==> src/video_link_pkg.sv <==
/*
 Shared constants, types and helpers for the serial video word decoder.
 Assumes a single 100 MHz system clock; no other dependencies.
*/
`default_nettype none
package video_link_pkg;
	// Word layout
	localparam int WORD_BITS = 20;
	localparam int OH0_POS = 0;
	localparam int OH1_POS = 1;
	localparam int SYM_LSB = 2;
	localparam int SYM_COUNT = 18;
	localparam int CTL_LSB = 1;
	localparam int CTL_VOTED = 5;
	localparam int CTL_COPIES = 3;
	localparam int CTL_SINGLE_LSB = 16;
	localparam int CTL_COUNT = 9;
	// Default alignment pattern, first bit in bit 0
	localparam logic [19:0] TRANSITION_WORD = 20'h003FF;
	// Clocking
	localparam int CLOCK_MHZ = 100;
	localparam int WORD_MHZ_MIN = 5;
	localparam int WORD_MHZ_MAX = 42;
	localparam int WORD_MHZ_DEFAULT = 25;
	localparam int OUT_DIV = CLOCK_MHZ / WORD_MHZ_DEFAULT;
	localparam int OUT_DIV_MIN = (CLOCK_MHZ + WORD_MHZ_MAX - 1) / WORD_MHZ_MAX;
	localparam int OUT_DIV_MAX = CLOCK_MHZ / WORD_MHZ_MIN;
	// Search limit in recovered word clocks
	localparam int SEARCH_LIMIT_LOG2 = 22;
	localparam int SEARCH_LIMIT = 2 ** SEARCH_LIMIT_LOG2;
	// Spread amounts in percent, modulation half period in words
	localparam logic [6:0] SPREAD_WIDE_PCT = 7'h04;
	localparam logic [6:0] SPREAD_NARROW_PCT = 7'h02;
	localparam logic [6:0] PCT_FULL = 7'h64;
	localparam int SPREAD_HALF_WORDS = 512;
	// Buffer
	localparam int FIFO_DEPTH = 32;
	localparam int PIN_COUNT = 6;

	// One decoded word on its way to the outputs
	typedef struct packed {
		logic video;
		logic [SYM_COUNT-1:0] payload;
	} dec_word_s;

	typedef enum logic [1:0] {
		ST_SLEEP = 2'h0,
		ST_SEARCH = 2'h1,
		ST_SYNCED = 2'h3
	} link_state_e;

	// Two or three equal copies decide the bit
	function automatic logic majority3(input logic [2:0] c);
		majority3 = (c[0] & c[1]) | (c[0] & c[2]) | (c[1] & c[2]);
	endfunction : majority3
endpackage : video_link_pkg
`default_nettype wire

==> src/video_link_word_decoder.sv <==
/*
 Receive-side word decoder: frames serial words, decodes video and
 control phases, buffers them and paces them out with a parallel clock.
 Assumes bit recovery outside: one serial data pin and one pin that
 toggles once per received bit, both asynchronous to the clock.
*/
// How it works
// - Words are 20 bits, bit zero first
// - Video: two overhead bits, then 18 symbols
// - Control: overhead, five tripled bits, four singles
// - Video uses two overhead bits, control one
// - Tripled control bits decided by majority vote
// - Single control bits pass through unvoted
// - Phase flag high for video, low control
// - Control outputs change only in control phase
// - Video outputs change only in video phase
// - Sync low only while outputs are valid
// - Output enable low floats outputs except sync
// - Spread select picks four or two percent
// - Word clock between 5 and 42 MHz
// - Transition word found: sync low, recovered clock
// - Search timeout: sync high, outputs low, reference
// - Outputs change opposite to the capture edge
`timescale 1ns/1ps
`default_nettype none
module video_link_word_decoder #(
	parameter int SEARCH_LIMIT = video_link_pkg::SEARCH_LIMIT,
	parameter int DIVIDER = video_link_pkg::OUT_DIV,
	parameter int DEPTH = video_link_pkg::FIFO_DEPTH
) (
	// Clock and reset
	input wire logic clock,
	input wire logic resetn,
	// Serial link after bit recovery, and the local reference clock
	input wire logic serial_bit,
	input wire logic bit_toggle,
	input wire logic local_reference_clock,
	// Control pins
	input wire logic sleep_n,
	input wire logic output_drive_on,
	input wire logic latch_rising,
	input wire logic spread_wide,
	// Parallel outputs
	output logic [17:0] video_word_out,
	output logic [8:0] control_word_out,
	output logic video_phase_flag,
	output logic pclk_out,
	output logic sync_n,
	// Output enables, low while driving
	output logic data_oe_n,
	output logic sync_oe_n,
	// Buffer status
	output logic word_fifo_ready
);
	localparam int CNT_W = $clog2(SEARCH_LIMIT) + 1;
	localparam int DIV_W = $clog2(video_link_pkg::OUT_DIV_MAX + 2);
	localparam int SPW = $clog2(video_link_pkg::SPREAD_HALF_WORDS);
	localparam int DW = $bits(video_link_pkg::dec_word_s);
	localparam logic [DIV_W-1:0] DIV_BASE = DIV_W'(DIVIDER);
	localparam logic [CNT_W-1:0] LIMIT_LAST = CNT_W'(SEARCH_LIMIT - 1);
	localparam logic [SPW-1:0] SPREAD_LAST =
		SPW'(video_link_pkg::SPREAD_HALF_WORDS - 1);

	// Reset release and pin synchronisers
	logic [1:0] rst_sync_reg;
	logic rst_n;
	logic [video_link_pkg::PIN_COUNT-1:0] pin_meta_reg;
	logic [video_link_pkg::PIN_COUNT-1:0] pin_sync_reg;
	logic bit_s, toggle_s, ref_s, awake_s, drive_s, rising_s;
	logic toggle_prev_reg;
	logic bit_strobe;

	// Link state
	video_link_pkg::link_state_e state_reg;
	logic synced;
	logic searching;
	logic [CNT_W-1:0] wait_cnt_reg;
	logic timeout;

	// Framing and buffering
	logic word_valid;
	logic [19:0] word;
	logic found;
	video_link_pkg::dec_word_s dec_word;
	video_link_pkg::dec_word_s head;
	logic head_valid;
	logic pop;

	// Word clock generation
	logic [DIV_W-1:0] div_cnt_reg;
	logic [DIV_W-1:0] div_len_reg;
	logic [DIV_W-1:0] div_len_next;
	logic [6:0] spread_acc_reg;
	logic [6:0] spread_sum;
	logic [6:0] spread_pct;
	logic spread_dir_reg;
	logic [SPW-1:0] spread_words_reg;
	logic rise_point, fall_point, word_tick, update_en;
	logic pclk_reg;

	// Splits a received word by its phase
	function automatic video_link_pkg::dec_word_s decode_word(
		input logic [19:0] w);
		video_link_pkg::dec_word_s d;
		d = '0;
		d.video = w[video_link_pkg::OH0_POS];
		if (d.video) begin
			// Second overhead bit marks inverted symbols
			d.payload = w[video_link_pkg::SYM_LSB +:
				video_link_pkg::SYM_COUNT];
			if (w[video_link_pkg::OH1_POS]) begin
				d.payload = ~d.payload;
			end
		end else begin
			for (int i = 0; i < video_link_pkg::CTL_VOTED; i++) begin
				d.payload[i] = video_link_pkg::majority3(
					w[video_link_pkg::CTL_LSB +
					i * video_link_pkg::CTL_COPIES +:
					video_link_pkg::CTL_COPIES]);
			end
			d.payload[video_link_pkg::CTL_COUNT-1:video_link_pkg::CTL_VOTED]
				= w[19:video_link_pkg::CTL_SINGLE_LSB];
		end
		return d;
	endfunction : decode_word

	// Reset release through two flops
	always_ff @(posedge clock or negedge resetn) begin
		if (!resetn) begin
			rst_sync_reg <= 2'h0;
		end else begin
			rst_sync_reg <= {rst_sync_reg[0], 1'b1};
		end
	end
	assign rst_n = rst_sync_reg[1];

	// Two-flop synchronisers for every pin input except spread_wide
	always_ff @(posedge clock or negedge rst_n) begin
		if (!rst_n) begin
			pin_meta_reg <= '0;
			pin_sync_reg <= '0;
		end else begin
			pin_meta_reg <= {serial_bit, bit_toggle, local_reference_clock,
				sleep_n, output_drive_on, latch_rising};
			pin_sync_reg <= pin_meta_reg;
		end
	end
	assign {bit_s, toggle_s, ref_s, awake_s, drive_s, rising_s} =
		pin_sync_reg;

	// Bit strobe from the toggling bit timing pin
	always_ff @(posedge clock or negedge rst_n) begin
		if (!rst_n) begin
			toggle_prev_reg <= 1'b0;
		end else begin
			toggle_prev_reg <= toggle_s;
		end
	end
	assign bit_strobe = awake_s && (toggle_s ^ toggle_prev_reg);

	// Link state: sleep has priority over everything
	always_ff @(posedge clock or negedge rst_n) begin
		if (!rst_n) begin
			state_reg <= video_link_pkg::ST_SLEEP;
		end else if (!awake_s) begin
			state_reg <= video_link_pkg::ST_SLEEP;
		end else begin
			unique case (state_reg)
				video_link_pkg::ST_SLEEP: begin
					state_reg <= video_link_pkg::ST_SEARCH;
				end
				video_link_pkg::ST_SEARCH: begin
					if (found) begin
						state_reg <= video_link_pkg::ST_SYNCED;
					end
				end
				video_link_pkg::ST_SYNCED: begin
					if (timeout) begin
						state_reg <= video_link_pkg::ST_SEARCH;
					end
				end
				default: begin
					state_reg <= video_link_pkg::ST_SLEEP;
				end
			endcase
		end
	end
	assign synced = (state_reg == video_link_pkg::ST_SYNCED);
	assign searching = (state_reg == video_link_pkg::ST_SEARCH);

	// Word clocks spent searching, or since the last bit when synced
	always_ff @(posedge clock or negedge rst_n) begin
		if (!rst_n) begin
			wait_cnt_reg <= '0;
		end else if (!awake_s || found || (synced && bit_strobe)) begin
			wait_cnt_reg <= '0;
		end else if (word_tick) begin
			wait_cnt_reg <= timeout ? '0 : wait_cnt_reg + 1'b1;
		end
	end
	assign timeout = word_tick && (wait_cnt_reg == LIMIT_LAST);

	// Framing of serial words
	word_deframer #(
		.WIDTH(video_link_pkg::WORD_BITS),
		.PATTERN(video_link_pkg::TRANSITION_WORD)
	) deframer (
		.clock(clock),
		.rst_n(rst_n),
		.bit_strobe(bit_strobe),
		.bit_value(bit_s),
		.search(!synced),
		.word_valid(word_valid),
		.word(word),
		.found(found)
	);

	assign dec_word = decode_word(word);

	// Decoded words wait here for their output slot
	word_fifo #(
		.WIDTH(DW),
		.DEPTH(DEPTH)
	) buffer (
		.clock(clock),
		.rst_n(rst_n),
		.flush(!synced),
		.in_valid(word_valid && synced),
		.in_ready(word_fifo_ready),
		.in_data(dec_word),
		.out_valid(head_valid),
		.out_ready(pop),
		.out_data(head)
	);

	// Spread amount from the select input
	assign spread_pct = spread_wide ? video_link_pkg::SPREAD_WIDE_PCT
		: video_link_pkg::SPREAD_NARROW_PCT;
	assign spread_sum = spread_acc_reg + spread_pct;

	// Word period, stretched or shrunk by one clock as spread demands
	always_comb begin
		div_len_next = DIV_BASE;
		if (spread_sum >= video_link_pkg::PCT_FULL) begin
			div_len_next = spread_dir_reg ? DIV_BASE + 1'b1
				: DIV_BASE - 1'b1;
		end
	end

	// Word clock divider
	always_ff @(posedge clock or negedge rst_n) begin
		if (!rst_n) begin
			div_cnt_reg <= '0;
			div_len_reg <= DIV_BASE;
		end else if (!awake_s) begin
			div_cnt_reg <= '0;
			div_len_reg <= DIV_BASE;
		end else if (word_tick) begin
			div_cnt_reg <= '0;
			div_len_reg <= div_len_next;
		end else begin
			div_cnt_reg <= div_cnt_reg + 1'b1;
		end
	end
	assign word_tick = (div_cnt_reg == div_len_reg - 1'b1);
	assign rise_point = (div_cnt_reg == '0);
	assign fall_point = (div_cnt_reg == (div_len_reg >> 1));

	// Triangle modulation of the spread
	always_ff @(posedge clock or negedge rst_n) begin
		if (!rst_n) begin
			spread_acc_reg <= '0;
			spread_dir_reg <= 1'b0;
			spread_words_reg <= '0;
		end else if (word_tick) begin
			spread_acc_reg <= (spread_sum >= video_link_pkg::PCT_FULL)
				? spread_sum - video_link_pkg::PCT_FULL : spread_sum;
			spread_words_reg <= spread_words_reg + 1'b1;
			if (spread_words_reg == SPREAD_LAST) begin
				spread_dir_reg <= !spread_dir_reg;
			end
		end
	end

	// Recovered clock, high in the first half of the word period
	always_ff @(posedge clock or negedge rst_n) begin
		if (!rst_n) begin
			pclk_reg <= 1'b0;
		end else if (rise_point) begin
			pclk_reg <= 1'b1;
		end else if (fall_point) begin
			pclk_reg <= 1'b0;
		end
	end

	// Data moves half a period away from the capture edge
	assign update_en = rising_s ? fall_point : rise_point;
	assign pop = synced && update_en && head_valid;

	// Clock output: reference until synced, then recovered
	always_ff @(posedge clock or negedge rst_n) begin
		if (!rst_n) begin
			pclk_out <= 1'b0;
		end else if (!awake_s) begin
			pclk_out <= 1'b0;
		end else begin
			pclk_out <= synced ? pclk_reg : ref_s;
		end
	end

	// Video outputs
	always_ff @(posedge clock or negedge rst_n) begin
		if (!rst_n) begin
			video_word_out <= '0;
		end else if (!synced) begin
			video_word_out <= '0;
		end else if (pop && head.video) begin
			video_word_out <= head.payload;
		end
	end

	// Control outputs
	always_ff @(posedge clock or negedge rst_n) begin
		if (!rst_n) begin
			control_word_out <= '0;
		end else if (!synced) begin
			control_word_out <= '0;
		end else if (pop && !head.video) begin
			control_word_out <= head.payload[8:0];
		end
	end

	// Phase flag follows the last word placed on the outputs
	always_ff @(posedge clock or negedge rst_n) begin
		if (!rst_n) begin
			video_phase_flag <= 1'b0;
		end else if (!synced) begin
			video_phase_flag <= 1'b0;
		end else if (pop) begin
			video_phase_flag <= head.video;
		end
	end

	// Sync indicator, low only while aligned
	always_ff @(posedge clock or negedge rst_n) begin
		if (!rst_n) begin
			sync_n <= 1'b1;
		end else begin
			sync_n <= !(synced && !timeout && awake_s);
		end
	end

	// Output enables: sync stays driven whatever the enable pin says
	always_ff @(posedge clock or negedge rst_n) begin
		if (!rst_n) begin
			data_oe_n <= 1'b1;
			sync_oe_n <= 1'b1;
		end else begin
			data_oe_n <= !(awake_s && drive_s);
			sync_oe_n <= !awake_s;
		end
	end
endmodule : video_link_word_decoder
`default_nettype wire

==> src/word_deframer.sv <==
/*
 Collects serial bits, LSB first, into words and hunts for the
 alignment pattern while searching. Assumes bit strobes are already
 synchronised to the clock.
*/
`timescale 1ns/1ps
`default_nettype none
module word_deframer #(
	parameter int WIDTH = 20,
	parameter logic [19:0] PATTERN = video_link_pkg::TRANSITION_WORD
) (
	// Clock and reset
	input wire logic clock,
	input wire logic rst_n,
	// Bit input
	input wire logic bit_strobe,
	input wire logic bit_value,
	// Alignment control
	input wire logic search,
	// Word output
	output logic word_valid,
	output logic [WIDTH-1:0] word,
	output logic found
);
	localparam int CW = $clog2(WIDTH);
	localparam logic [CW-1:0] LAST = CW'(WIDTH - 1);

	logic [WIDTH-1:0] shift_reg;
	logic [WIDTH-1:0] shift_next;
	logic [CW-1:0] count_reg;
	logic match;

	// First bit ends up in bit 0
	assign shift_next = {bit_value, shift_reg[WIDTH-1:1]};
	assign match = search && bit_strobe && (shift_next == PATTERN);

	// Shifter
	always_ff @(posedge clock or negedge rst_n) begin
		if (!rst_n) begin
			shift_reg <= '0;
		end else if (bit_strobe) begin
			shift_reg <= shift_next;
		end
	end

	// Bit position, realigned on a pattern hit
	always_ff @(posedge clock or negedge rst_n) begin
		if (!rst_n) begin
			count_reg <= '0;
		end else if (match) begin
			count_reg <= '0;
		end else if (bit_strobe) begin
			count_reg <= (count_reg == LAST) ? '0 : count_reg + 1'b1;
		end
	end

	// Word and event outputs
	always_ff @(posedge clock or negedge rst_n) begin
		if (!rst_n) begin
			word <= '0;
			word_valid <= 1'b0;
			found <= 1'b0;
		end else begin
			found <= match;
			word_valid <= 1'b0;
			if (bit_strobe && !search && count_reg == LAST) begin
				word <= shift_next;
				word_valid <= 1'b1;
			end
		end
	end
endmodule : word_deframer
`default_nettype wire

==> src/word_fifo.sv <==
/*
 Synchronous FIFO with valid/ready on both sides and a flush input.
 Assumes both sides run on the same clock.
*/
`timescale 1ns/1ps
`default_nettype none
module word_fifo #(
	parameter int WIDTH = 19,
	parameter int DEPTH = 32
) (
	// Clock and reset
	input wire logic clock,
	input wire logic rst_n,
	input wire logic flush,
	// Filling side
	input wire logic in_valid,
	output logic in_ready,
	input wire logic [WIDTH-1:0] in_data,
	// Draining side
	output logic out_valid,
	input wire logic out_ready,
	output logic [WIDTH-1:0] out_data
);
	localparam int AW = $clog2(DEPTH);

	logic [WIDTH-1:0] mem [DEPTH];
	logic [AW:0] wr_ptr_reg;
	logic [AW:0] rd_ptr_reg;
	logic push;
	logic pop;

	// Full when pointers differ only in the wrap bit
	assign in_ready = !((wr_ptr_reg[AW] != rd_ptr_reg[AW]) &&
		(wr_ptr_reg[AW-1:0] == rd_ptr_reg[AW-1:0]));
	assign out_valid = (wr_ptr_reg != rd_ptr_reg);
	assign push = in_valid && in_ready;
	assign pop = out_valid && out_ready;
	assign out_data = mem[rd_ptr_reg[AW-1:0]];

	// Storage
	always_ff @(posedge clock) begin
		if (push) begin
			mem[wr_ptr_reg[AW-1:0]] <= in_data;
		end
	end

	// Write pointer
	always_ff @(posedge clock or negedge rst_n) begin
		if (!rst_n) begin
			wr_ptr_reg <= '0;
		end else if (flush) begin
			wr_ptr_reg <= '0;
		end else if (push) begin
			wr_ptr_reg <= wr_ptr_reg + 1'b1;
		end
	end

	// Read pointer
	always_ff @(posedge clock or negedge rst_n) begin
		if (!rst_n) begin
			rd_ptr_reg <= '0;
		end else if (flush) begin
			rd_ptr_reg <= '0;
		end else if (pop) begin
			rd_ptr_reg <= rd_ptr_reg + 1'b1;
		end
	end
endmodule : word_fifo
`default_nettype wire
==> config.mk <==
export PLATFORM = sky130hd
export DESIGN_NAME = video_link_word_decoder
export DESIGN_NICKNAME = d
export VERILOG_FILES = /design/src/video_link_pkg.sv /design/src/video_link_word_decoder.sv /design/src/word_deframer.sv /design/src/word_fifo.sv
export SDC_FILE = /design/constraint.sdc
export NUM_CORES = 1
export LEC_CHECK = 0
export BUFFER_PORTS_ARGS = -buffer_cell sky130_fd_sc_hd__buf_2
export CAP_MARGIN = 20
export CORE_MARGIN = 3
export CORE_UTILIZATION = 60
export CTS_CLUSTER_DIAMETER = 50
export DETAILED_ROUTE_END_ITERATION = 12
export PLACE_DENSITY = 0.8
export SYNTH_ARGS = -nofsm -noshare
export SYNTH_HDL_FRONTEND = slang
export SYNTH_SLANG_ARGS = --single-unit
==> constraint.sdc <==
create_clock -name clock -period 8.35 [get_ports clock]
set_input_delay 0 -clock clock [delete_from_list [all_inputs] [get_ports clock]]
set_output_delay 0 -clock clock [all_outputs]
set_load 0.1 [all_outputs]
==> summary by stage <==
Power
Power spread over the standard cell area amounts to 225 nW/um^2. IR analysis of the VDD net gives a maximum drop of 170 uV. For this design the static power due to leakage is 0.0101 uW.

Global routing
The number of antenna violations at the first check in global routing is 0. The overall track demand over capacity in global routing is 28.4%. The wire length of the first global-routing pass is 112000 microns. The number of global-route vias before repair was 17.5k. The maximum number of pins on one net before global-route repair is 108. The residual overflow from global routing is 0.

Layout
The number of flip-flops in the largest register is 608. In the final layout, the share of cells above drive strength 1 is 23.0%. The layout net count is 1827. The number of fill cells in the layout is 2951.

The layout overhead on the synthesized area is 12.4%. 0 antenna diodes ended up in the layout.

Yosys
For this run, the leading register cell type out of synthesis is sky130_fd_sc_hd__edfxtp_1. In this run, synthesis inferred 608 flip-flops with an integrated enable. Synthesis inferred 763 register bits. The distinct cell type count of the synthesized netlist is 63. Dividing the synthesized area by the synthesized cell count gives 17.9 sq um. The cell area that synthesis handed to floorplanning was 30600 sq um. The async set-reset flop share out of synthesis is 20.3%. In the synthesized netlist, the number of instances is 1706.

The synthesis warning total is 0. The synthesized net count is 1734. Sequential cells were found to cover 72.4% of the synthesized design area.

Floorplan
The die covers 53700 sq um. The total area inside the core boundary comes to 50300 sq um. From left edge to right edge, the die measures 232 microns. From bottom edge to top edge, the die measures 232 microns.

The floorplan has 82 rows. The initial core utilization is 60.8%. 42 I/O pins were placed.

Critical path
Walking the worst path, the cells encountered are buf_12 -> mux2i_1 -> a22oi_1 -> a21boi_0 -> nor4_4 -> nand2_4 -> o31ai_1. The critical path data required time is 8.86 ns. The largest incremental delay on the critical path is 0.88 ns. The buffering stage count on the worst path with inverters included is 1. The startpoint identified for the worst register-to-register timing path is buffer.rd_ptr_reg[0].

The worst setup path is launched from a register. The worst setup path is captured at a register. The largest individual stage delay along the critical path comes from the cell sky130_fd_sc_hd__dfrtp_4. The critical path in this run is classified as register to register.

The biggest fanout along the worst timing path is 107. The launching instance or port of the critical path is buffer.rd_ptr_reg[0]. Grouping stages by cell kind, the critical path spends the most delay in simple AND/OR/NAND/NOR gates.

The signal arrival time at the worst endpoint is 4.17 ns.

Placed design
The final weighted congestion in routability-driven placement is 0.861. The half-perimeter wire length of the detailed placement result is 39600 microns. The count of buffers added on input and output ports is 41.

Detailed routing
The routed design has 75600 microns of wire. The total vias in the final route is 17.0k. The violation count after the first detailed-routing iteration is 2231. The detail route stage leaves a number of antenna-violating nets equal to 0. The number of search-and-repair iterations in the first detailed-routing pass is 6. For this run, design rule violations remaining after detail routing come to 0.

After detailed routing, the average wire length per cell comes to 29.9 microns. After detailed routing, the number of vias per cell comes to 6.72.

Clock tree
The clock-pin slew on the worst setup and hold paths is 0.06 ns. TritonCTS built the clock tree. In this run the clock root is driven by a sky130_fd_sc_hd__clkbuf_16.

The clock passes through at most 3 buffers. The later-pin clock latency in the skew report is 0.64 ns. The clock tree synthesis step divided the H-tree into 3 levels. Clock tree synthesis found a total of 763 sinks. Buffers inserted during clock tree synthesis total 75.

Timing
The final critical delay including setup and external delays is 3.66 ns. Setup repair after global routing left no endpoint under its margin. The hold violation total from the final report came to 0. On the final layout, the worst clock skew is 0.0350 ns. The worst slew slack as a fraction of its limit is 28.3%. The maximum operating frequency is 273 MHz. The tightest hold path in the finished design has a slack of 0.0336 ns. The total negative slack for setup checks is 0 ns. For the pin with the worst max-slew slack, the measured transition is 1.08 ns. Setup violations remaining at the end of the flow were counted as 0.

After layout, the worst path uses 43.9% of the clock period. The final number of max-transition violations was 0.

Hold path
The classification of the worst-slack hold path is input pin to register. The worst hold path begins at sleep_n.

Run
The number of violations of the max-capacitance limit is 0.

Outcome
The flow ran to the end, and the final reports show no timing, DRC or antenna violations.
==> placed cells by master (no fill, tap or decap), drive strengths merged, types with 38 or more instances in the layout <==
master and count:
buf 86, xnor2 40, mux2i 60, mux4 156, edfxtp 608, dfrtp 151, a21oi 38, clkbuf 109
nor2 83, nand2 152
==> cells in the mapped netlist, types with 3 or more instances <==
library cell	n	area [sq um]
sky130_fd_sc_hd__nor4b_1	4	35.0
sky130_fd_sc_hd__clkbuf_1	28	105
sky130_fd_sc_hd__nor3_1	13	65.1
sky130_fd_sc_hd__edfxtp_1	608	18300
sky130_fd_sc_hd__xnor2_1	40	350
sky130_fd_sc_hd__nand2_1	151	567
sky130_fd_sc_hd__buf_6	5	56.3
sky130_fd_sc_hd__a22oi_1	17	128
sky130_fd_sc_hd__or2_2	4	25.0
sky130_fd_sc_hd__o21ai_0	21	105
sky130_fd_sc_hd__nand2b_1	7	43.8
sky130_fd_sc_hd__nand3_1	26	130
sky130_fd_sc_hd__buf_1	13	48.8
sky130_fd_sc_hd__buf_12	3	60.1
sky130_fd_sc_hd__or4_1	8	60.1
sky130_fd_sc_hd__o211ai_1	5	37.5
sky130_fd_sc_hd__dfstp_2	4	105
sky130_fd_sc_hd__o31ai_1	8	60.1
sky130_fd_sc_hd__and2_1	17	106
sky130_fd_sc_hd__or3_1	8	50.1
sky130_fd_sc_hd__mux4_2	151	3400
sky130_fd_sc_hd__a31oi_1	4	25.0
sky130_fd_sc_hd__nor4_1	15	93.8
sky130_fd_sc_hd__mux2i_1	60	601
sky130_fd_sc_hd__nor2b_1	8	50.1
sky130_fd_sc_hd__buf_2	21	105
sky130_fd_sc_hd__xor2_1	26	228
sky130_fd_sc_hd__o21a_1	4	30.0
sky130_fd_sc_hd__ha_1	18	225
sky130_fd_sc_hd__mux4_1	5	131
sky130_fd_sc_hd__mux2_2	23	259
sky130_fd_sc_hd__dfrtp_1	151	3780
sky130_fd_sc_hd__a21oi_1	37	185
sky130_fd_sc_hd__nand4_1	12	75.1
sky130_fd_sc_hd__a21o_1	3	22.5
sky130_fd_sc_hd__o22ai_1	26	163
sky130_fd_sc_hd__and3_1	8	50.1
sky130_fd_sc_hd__and4_1	4	35.0
sky130_fd_sc_hd__a211oi_1	4	30.0
sky130_fd_sc_hd__a22o_1	3	26.3
sky130_fd_sc_hd__nor2_1	83	312
sky130_fd_sc_hd__buf_4	10	75.1
sky130_fd_sc_hd__inv_1	17	63.8
==> worst paths after layout <==
check                           cells after the start  slack (ns)                    to
worst min-delay path                                2        0.03       pin_meta_reg[2]
min in group asynchronous                           0        0.20   spread_words_reg[4]
worst max-delay path                                7        4.69     video_word_out[7]
worst min register to register                      0        0.20   spread_words_reg[4]
max in group asynchronous                           1        6.88  buffer.rd_ptr_reg[0]
worst max register to register                      7        4.69     video_word_out[7]
==> what timing repair did <==
| action | 4_1_cts | 5_1_grt |
|---|---|---|
| setup buffers | 0 | 0 |
| hold buffers | 9 | 0 |
| setup endpoints to repair | 0 | 0 |
| endpoints found under the hold margin | 9 | 0 |
| gates resized for setup | 0 | 0 |
==> power by group <==
part	switching (uW)	internal, uW	total [uW]
Combinational	133	91.7	224
Sequential	72.2	4120	4190
Clock	1450	1890	3340
==> cells by family after synthesis <==
kind of cell | synth area share [%]
AOI/OAI and AO/OA | 2.94
xor gates and xnor gates | 1.89
adders and majority gates | 0.802
buffers and inverters | 1.73
DFF | 72.4
muxes | 14.4
other | 0.0123
and+or+nand+nor | 5.87
==> metrics by stage <==
step                area, sq um  worst slack (ns)  util, %  power (uW)  std cells
floorplan                 30600              3.72        -        4420       1706
global placement          31700              4.80     63.0        4460       2374
detailed placement        31700              4.71     63.0        4490       2374
CTS                       34200              4.62     67.9        7760       2520
global route              34400              4.36     68.4        7940       2531
finish                    34400              4.69     68.4        7750       2531
==> layer usage <==
layer  vias to the layer above  track usage [%]  part of all wire [%]
met5                         -                0                     0
met4                         0             13.5                   4.5
met3                       221             6.29                    10
met2                      1175             45.1                    49
met1                      8723             38.1                    36
li1                       6877                -                     -
==> area by class of cell <==
cell class / count / area (sq um) / share of cell area, %
well taps: 672 / 841 / 2.45
inverters: 17 / 63.8 / 0.186
clock buffers: 107 / 2110 / 6.14
multi-input cells: 845 / 8120 / 23.6
clock inverters: 30 / 280 / 0.815
repair buffers: 97 / 813 / 2.37
flip-flops and latches: 763 / 22200 / 64.4
No activity file was read; power rests on OpenSTA's default activity.
